===== src/inc/asram_pkg.sv =====
/*
 asram_pkg: constants for the host-side controller of an asynchronous
 512K x 16 static memory. Assumes a 20 MHz clock (50 ns period).
*/
package asram_pkg;

    // ***************************
    // widths
    // ***************************
    localparam int unsigned ADDR_W = 19;
    localparam int unsigned DATA_W = 16;
    localparam int unsigned LANE_W = 2;

    // ***************************
    // timing in ns, recovery in ms, slowest grade
    // ***************************
    localparam int unsigned CLK_NS         = 50;
    localparam int unsigned T_ACC_NS       = 85;
    localparam int unsigned T_OE_ACC_NS    = 45;
    localparam int unsigned T_DIS_NS       = 30;
    localparam int unsigned T_WSETUP_NS    = 70;
    localparam int unsigned T_WPULSE_NS    = 60;
    localparam int unsigned T_DSETUP_NS    = 45;
    localparam int unsigned T_CYCLE_NS     = 85;
    localparam int unsigned T_REC_PD_MS    = 5;

    // ***************************
    // derived cycle counts (least times round up)
    // ***************************
    localparam int unsigned RD_CYC  = (T_ACC_NS + CLK_NS - 1) / CLK_NS;
    localparam int unsigned WR_CYC  = (((T_WSETUP_NS > T_WPULSE_NS) ? T_WSETUP_NS : T_WPULSE_NS)
                                       + CLK_NS - 1) / CLK_NS;
    localparam int unsigned TA_CYC  = (T_DIS_NS + CLK_NS - 1) / CLK_NS;
    localparam int unsigned CYC_MIN = (T_CYCLE_NS + CLK_NS - 1) / CLK_NS;
    localparam int unsigned REC_CYC = (T_REC_PD_MS * 1000000 + CLK_NS - 1) / CLK_NS;
    localparam int unsigned CNT_W   = 24;

    typedef enum logic [2:0] {
        ASRAM_IDLE,
        ASRAM_RECOVER,
        ASRAM_READ,
        ASRAM_WRITE,
        ASRAM_TURN,
        ASRAM_RETAIN
    } asram_state_e;

endpackage


===== src/rtl/asram_host.sv =====
/*
 asram_host: controller that drives an asynchronous 512K x 16 static memory
 through its pins. Assumes the memory pins are wired directly and that the
 user issues one request at a time on a valid/ready handshake.
*/
// Behaviour
// - write happens only while select, a lane enable and write strobe are all low.
// - controller floats data lines whenever memory may drive them.
// - address held stable for write setup time before write strobe rises.
// - select held low for setup time before write end.
// - each lane enable held low for setup time before write end.
// - wait 5 ms after leaving retention before any access; srst during recovery goes to idle at once, without the wait.
// - during lane-controlled retention select stays at a fixed full level.
// - read needs strobe high, output enable low, select low, a lane low.
`timescale 1ns/1ps
module asram_host
    import asram_pkg::*;
(
    input  wire logic              clk,
    input  wire logic              srst,
    input  wire logic              req_valid,
    output logic                   req_ready,
    input  wire logic              req_write,
    input  wire logic [ADDR_W-1:0] req_addr,
    input  wire logic [DATA_W-1:0] req_wdata,
    input  wire logic [LANE_W-1:0] req_lanes,
    output logic                   rsp_valid,
    output logic      [DATA_W-1:0] rsp_rdata,
    input  wire logic              retain_req,
    output logic                   retain_active,
    output logic      [ADDR_W-1:0] mem_addr,
    output logic                   chip_select_n,
    output logic                   low_lane_enable_n,
    output logic                   high_lane_enable_n,
    output logic                   write_strobe_n,
    output logic                   output_enable_n,
    input  wire logic [DATA_W-1:0] mem_data_in,
    output logic      [DATA_W-1:0] mem_data_out,
    output logic                   mem_data_oe
);

    // ***************************
    // state
    // ***************************
    asram_state_e             state;
    asram_state_e             next_state;
    logic         [CNT_W-1:0]  cnt;
    logic         [CNT_W-1:0]  next_cnt;
    logic         [LANE_W-1:0] lanes;
    logic         [LANE_W-1:0] lane_en_n;
    logic         [DATA_W-1:0] lane_mask;
    logic                      cnt_done;
    logic                      take;
    logic                      lanes_ok;
    logic                      rd_capture;

    assign cnt_done = (cnt == '0);
    assign lanes_ok = (req_lanes != '0);
    assign take     = req_valid && req_ready;
    assign req_ready = (state == ASRAM_IDLE) && !retain_req;
    // read data is taken on the last access cycle
    assign rd_capture = (state == ASRAM_READ) && cnt_done;

    // ***************************
    // pin decode
    // ***************************
    // select stays driven high, never floating, in retention
    assign chip_select_n      = !((state == ASRAM_READ) || (state == ASRAM_WRITE));
    // lanes drive only the selected bytes
    assign low_lane_enable_n  = lane_en_n[0];
    assign high_lane_enable_n = lane_en_n[1];
    // strobe falls with select, so memory outputs stay floating
    assign write_strobe_n     = !(state == ASRAM_WRITE);
    // output enable only while reading
    assign output_enable_n    = !(state == ASRAM_READ);
    // drive data only while writing; float during read and turnaround
    assign mem_data_oe        = (state == ASRAM_WRITE);
    assign retain_active      = (state == ASRAM_RETAIN);

    // ***************************
    // per-lane enables and read mask
    // ***************************
    genvar gi;
    generate
        for (gi = 0; gi < LANE_W; gi++)
        begin : g_lane
            // a lane pin falls only with select and its request bit
            assign lane_en_n[gi] = !(!chip_select_n && lanes[gi]);
            // unselected byte reads as zero
            assign lane_mask[gi*(DATA_W/LANE_W) +: (DATA_W/LANE_W)] = {(DATA_W/LANE_W){lanes[gi]}};
        end
    endgenerate

    // ***************************
    // next state
    // ***************************
    always_comb
    begin
        next_state = state;
        next_cnt   = cnt;
        if (!cnt_done)
        begin
            next_cnt = cnt - 1'b1;
        end
        case (state)
            ASRAM_IDLE:
            begin
                if (retain_req)
                begin
                    next_state = ASRAM_RETAIN;
                end
                else if (req_valid && lanes_ok)
                begin
                    next_state = req_write ? ASRAM_WRITE : ASRAM_READ;
                    // hold cycle long enough for access or setup and pulse
                    next_cnt   = req_write ? CNT_W'(WR_CYC - 1) : CNT_W'(RD_CYC - 1);
                end
            end
            ASRAM_READ, ASRAM_WRITE:
            begin
                if (cnt_done)
                begin
                    next_state = ASRAM_TURN;
                    // release time before next access or address change
                    next_cnt   = CNT_W'(((TA_CYC > CYC_MIN) ? TA_CYC : CYC_MIN) - 1);
                end
            end
            ASRAM_TURN:
            begin
                if (cnt_done)
                begin
                    next_state = ASRAM_IDLE;
                end
            end
            ASRAM_RETAIN:
            begin
                if (!retain_req)
                begin
                    next_state = ASRAM_RECOVER;
                    next_cnt   = CNT_W'(REC_CYC - 1);
                end
            end
            ASRAM_RECOVER:
            begin
                if (cnt_done)
                begin
                    next_state = ASRAM_IDLE;
                end
            end
            default:
            begin
                next_state = ASRAM_IDLE;
            end
        endcase
    end

    // ***************************
    // registers
    // ***************************
    always_ff @(posedge clk)
    begin
        if (srst)
        begin
            state <= ASRAM_IDLE;
            cnt   <= '0;
        end
        else
        begin
            state <= next_state;
            cnt   <= next_cnt;
        end
    end

    // address, data and lanes held through the whole access
    always_ff @(posedge clk)
    begin
        if (srst)
        begin
            mem_addr     <= '0;
            mem_data_out <= '0;
            lanes        <= '0;
        end
        else if (take && lanes_ok)
        begin
            mem_addr     <= req_addr;
            mem_data_out <= req_wdata;
            lanes        <= req_lanes;
        end
    end

    // capture read data at the end of the access window
    always_ff @(posedge clk)
    begin
        if (srst)
        begin
            rsp_valid <= 1'b0;
            rsp_rdata <= '0;
        end
        else
        begin
            rsp_valid <= rd_capture;
            if (rd_capture)
            begin
                rsp_rdata <= mem_data_in & lane_mask;
            end
        end
    end

endmodule


===== config.mk =====
export PLATFORM = sky130hd
export DESIGN_NAME = asram_host
export DESIGN_NICKNAME = d
export VERILOG_FILES = /design/src/inc/asram_pkg.sv /design/src/rtl/asram_host.sv
export SDC_FILE = /design/constraint.sdc
export NUM_CORES = 1
export LEC_CHECK = 0
export BUFFER_PORTS_ARGS = -buffer_cell sky130_fd_sc_hd__buf_2
export CORE_MARGIN = 2
export CORE_UTILIZATION = 44
export DETAILED_ROUTE_END_ITERATION = 8
export PLACE_DENSITY = 0.79
export SLEW_MARGIN = 5
export SYNTH_ARGS = -nofsm -noshare
export SYNTH_HDL_FRONTEND = slang
export SYNTH_SLANG_ARGS = --single-unit

===== constraint.sdc =====
create_clock -name clk -period 2.5 [get_ports clk]
set_input_delay 0.25 -clock clk [delete_from_list [all_inputs] [get_ports clk]]
set_output_delay 0.25 -clock clk [all_outputs]
set_load 0.1 [all_outputs]

==> summary.md <==
| Metric | Value |
|---|---|
| VDD IR-drop max | between 0.5 and 0.6 mV |
| Drc violations | 0 |
| Total gr overflow | 0 |
| Commonest cells after routing, fill and taps aside | buf_2, nand2_1, dfxtp_1 |
| H-tree levels | 3 |
| Final net count | roughly 560 |
| Initial antenna violation count | 0 |
| Clk_lat worst skew | roughly 340 ps |
| Vias in the first global route | 2,860 |
| Sw power | 1960 uW |
| Die footprint | 8150 um2 |
| Max Fclk | between 400 and 500 MHz |
| Status | completed |
| Total power | between 4000 and 5000 uW |
| CP top delay family | simple AND/OR/NAND/NOR gates |
| Minimum clock period after layout | about 2400 ps |
| Rows | 31 |
| Port Buf Inserts | between 100 and 150 |
| Pre-antenna DRT Iters | 4 |
| Commonest non-fill, non-tap cell in the layout | buf_2 |
| Yosys cell types | 44 |
| RSZ-0062 raised after global routing | false |
| Post-DRT Antenna Nets | 0 |
| Clk pwr share | 0.190 |
| CTS buffer count | 9 |
| Mapped Avg Cell Area | 8.66 um2 |
| Sequential Power Share | 0.365 |
| Logic pwr share | 0.445 |
| N_diodes | 0 |
| # hold bufs at CTS | 0 |
| Chip height | approximately 90 um |
| Pwr dens | between 1000 and 1500 nW/um2 |
| Layout Skew | approximately 6.5 ps |
| Placement Setup Slack | around 70 ps |
| Global-route wire length before repair | around 13,000 um |
| CP peak stage delay | approximately 480 ps |
| Synth warnings | 0 |
| Switching Share | 0.427 |
| Slowest-stage cell, CP | or4b_4 |
| CORE AREA | approximately 7200 um2 |
| Clk sinks | 81 |
| Max-Cap Viols | 0 |
| Avg WL per Cell | about 13 um |
| Setup crit end kind | register |
| Seq/Total Area, Yosys | 0.495 |
| Overall Global Routing Usage | 0.197 |
| GPL Wtd Cong | about 0.86 |
| Leakage power | ~0.0018 uW |
| Count of final setup violators | 0 |
| Slew Limit Fails | 0 |
| Dpl hpwl | 5840 um |
| CP bufs+invs | 1 |
| Share of layout cells above drive strength 1 | 0.321 |
| CP Max Fanout | 8 |
| WP data required | about 2800 ps |
| Critical path class | reg2reg |
| Min-Delay Path Class | in2reg |
| Final design utilization | 0.581 |
| Number of placed I/O pins | between 100 and 150 |
| #FFs+latches synth | 81 |
| Fin worst setup slack | approximately 140 ps |
| CTS Root Cell | clkbuf_8 |
| Initial Utilization | 0.454 |
| Final Hold Viols | 0 |
| R2R setup slack | roughly 140 ps |
| Tightest Pin Transition | 644 ps |
| Area Overhead vs Synth | 28.1% |
| Hold WS | 113 ps |
| Pint | 2630 uW |
| Relative slew slack | 0.567 |
| Via-per-instance ratio | roughly 5.2 |
| Pin count of the biggest net entering global routing | 36 |
| Post-Syn Area | 3270 um2 |
| Crit path cell chain | inv_2 -> ha_1 -> or4b_4 -> or3_1 -> or3_4 -> nor3b_4 -> a22o_1 |
| Crit share post-route | 0.943 |
| Vias | just over 3,000 |
| Max clock buf depth | 2 |
| CTS tree | yes |
| Post-Syn Nets | roughly 440 |
| Starting DRC count in detailed routing | ~120 |
| Worst-path clk slew | ~80 ps |
| Die width | approximately 90 um |
| Element type at the critical path start | register |
| WL final | 8040 um |
| Critical Path AT | 2640 ps |
| Cells after synthesis | between 300 and 400 |
Yosys cell counts:
| cell type | number | area share |
|---|---|---|
| o31ai_1 | 1 | 0.0023 |
| nand2b_1 | 4 | 0.0076 |
| buf_8 | 1 | 0.0046 |
| mux2_2 | 1 | 0.0034 |
| inv_1 | 4 | 0.0046 |
| xnor2_1 | 11 | 0.029 |
| buf_6 | 3 | 0.010 |
| a2111oi_0 | 1 | 0.0027 |
| nor3_1 | 5 | 0.0076 |
| or4b_4 | 1 | 0.0042 |
| a22o_1 | 16 | 0.043 |
| a211o_1 | 1 | 0.0027 |
| o211ai_1 | 3 | 0.0069 |
| a21o_1 | 1 | 0.0023 |
| ha_1 | 3 | 0.011 |
| dfxtp_1 | 81 | 0.50 |
| or3_4 | 1 | 0.0034 |
| or3b_2 | 1 | 0.0027 |
| xor2_1 | 7 | 0.019 |
| nand2_1 | 84 | 0.096 |
| buf_1 | 3 | 0.0034 |
| and3b_1 | 1 | 0.0027 |
| nand4_1 | 4 | 0.0076 |
| or2_2 | 1 | 0.0019 |
| clkbuf_1 | 17 | 0.019 |
| a31oi_1 | 1 | 0.0019 |
| nor4_1 | 10 | 0.019 |
| nor3b_2 | 2 | 0.0076 |
| or3_1 | 3 | 0.0057 |
| a21boi_0 | 1 | 0.0023 |
| o31a_1 | 1 | 0.0027 |
| and4_1 | 1 | 0.0027 |
| a211oi_1 | 6 | 0.014 |
| a21oi_1 | 46 | 0.070 |
| nand3_1 | 3 | 0.0046 |
| and2_1 | 1 | 0.0019 |
| nor2b_1 | 1 | 0.0019 |
| o21ai_0 | 15 | 0.023 |
| o21a_1 | 1 | 0.0023 |
| nor3b_1 | 2 | 0.0046 |
| a221oi_1 | 1 | 0.0027 |
| nor2b_4 | 1 | 0.0042 |
| nor2_1 | 22 | 0.025 |
| or4_1 | 4 | 0.0092 |
power groups by stage:
stage | logic (uW) | registers [uW] | clock network (uW)
after floorplan | 1300 | 1950 | 0
after global placement | 2000 | 1680 | 0
after detailed placement | 2020 | 1700 | 0
after CTS | 2030 | 1670 | 887
after global routing | 2230 | 1700 | 952
final | 2040 | 1670 | 870
registers in the layout, indices dropped and copies added (netlist names):
| signal | count |
|---|---|
| rsp_valid | 1 |
| mem_addr | 19 |
| mem_data_out | 16 |
| cnt | 24 |
| state | 3 |
| rsp_rdata | 16 |
| lanes | 2 |
per-stage QoR:
step | TNS [ps] | instances | cell area, um2
2_1_floorplan | -857 | 378 | 3300
3_5_place_dp | 0 | 585 | 4010
4_1_cts | 0 | 601 | 4190
5_1_grt | 0 | 601 | 4190
6_report | 0 | 601 | 4190
3_3_place_gp | 0 | 585 | 4010
final cells by class:
type / instances / area, um2
well taps: 99 / 124
multi-input cells: 269 / 1540
fillers: 667 / 3020
clock buffers: 12 / 155
repair buffers: 132 / 711
inverters: 4 / 15.0
flip-flops and latches: 81 / 1620
clock inverters: 4 / 27.5
worst paths after layout:
kind	startpoint	endpoint	depth (start not counted)
worst min-delay path	mem_data_in[4]	rsp_rdata[4]	2
worst max register to register	cnt[0]	rsp_rdata[15]	7
worst min register to register	mem_addr[3]	mem_addr[3]	2
worst max-delay path	cnt[0]	rsp_rdata[15]	7
cells by family after synthesis:
family / after synthesis / share of synthesized area
compound gates: 95 / 0.178
xor+xnor: 18 / 0.0481
fa+ha+maj: 3 / 0.0115
buf+inv: 28 / 0.0424
flops: 81 / 0.495
mux: 1 / 0.00344
simple gates: 152 / 0.221
per-layer routing:
layer / track usage / routed length (um)
met1: 0.251 / 3660
met3: 0.0334 / 378
met2: 0.323 / 3840
met5: 0 / 0
met4: 0.0962 / 163
what timing repair did:
item                                    CTS  global route
gates resized for setup                   0             1
endpoints found under the setup margin    0             8
setup buffers                             0             0
Power figures use the tool's default switching activity.
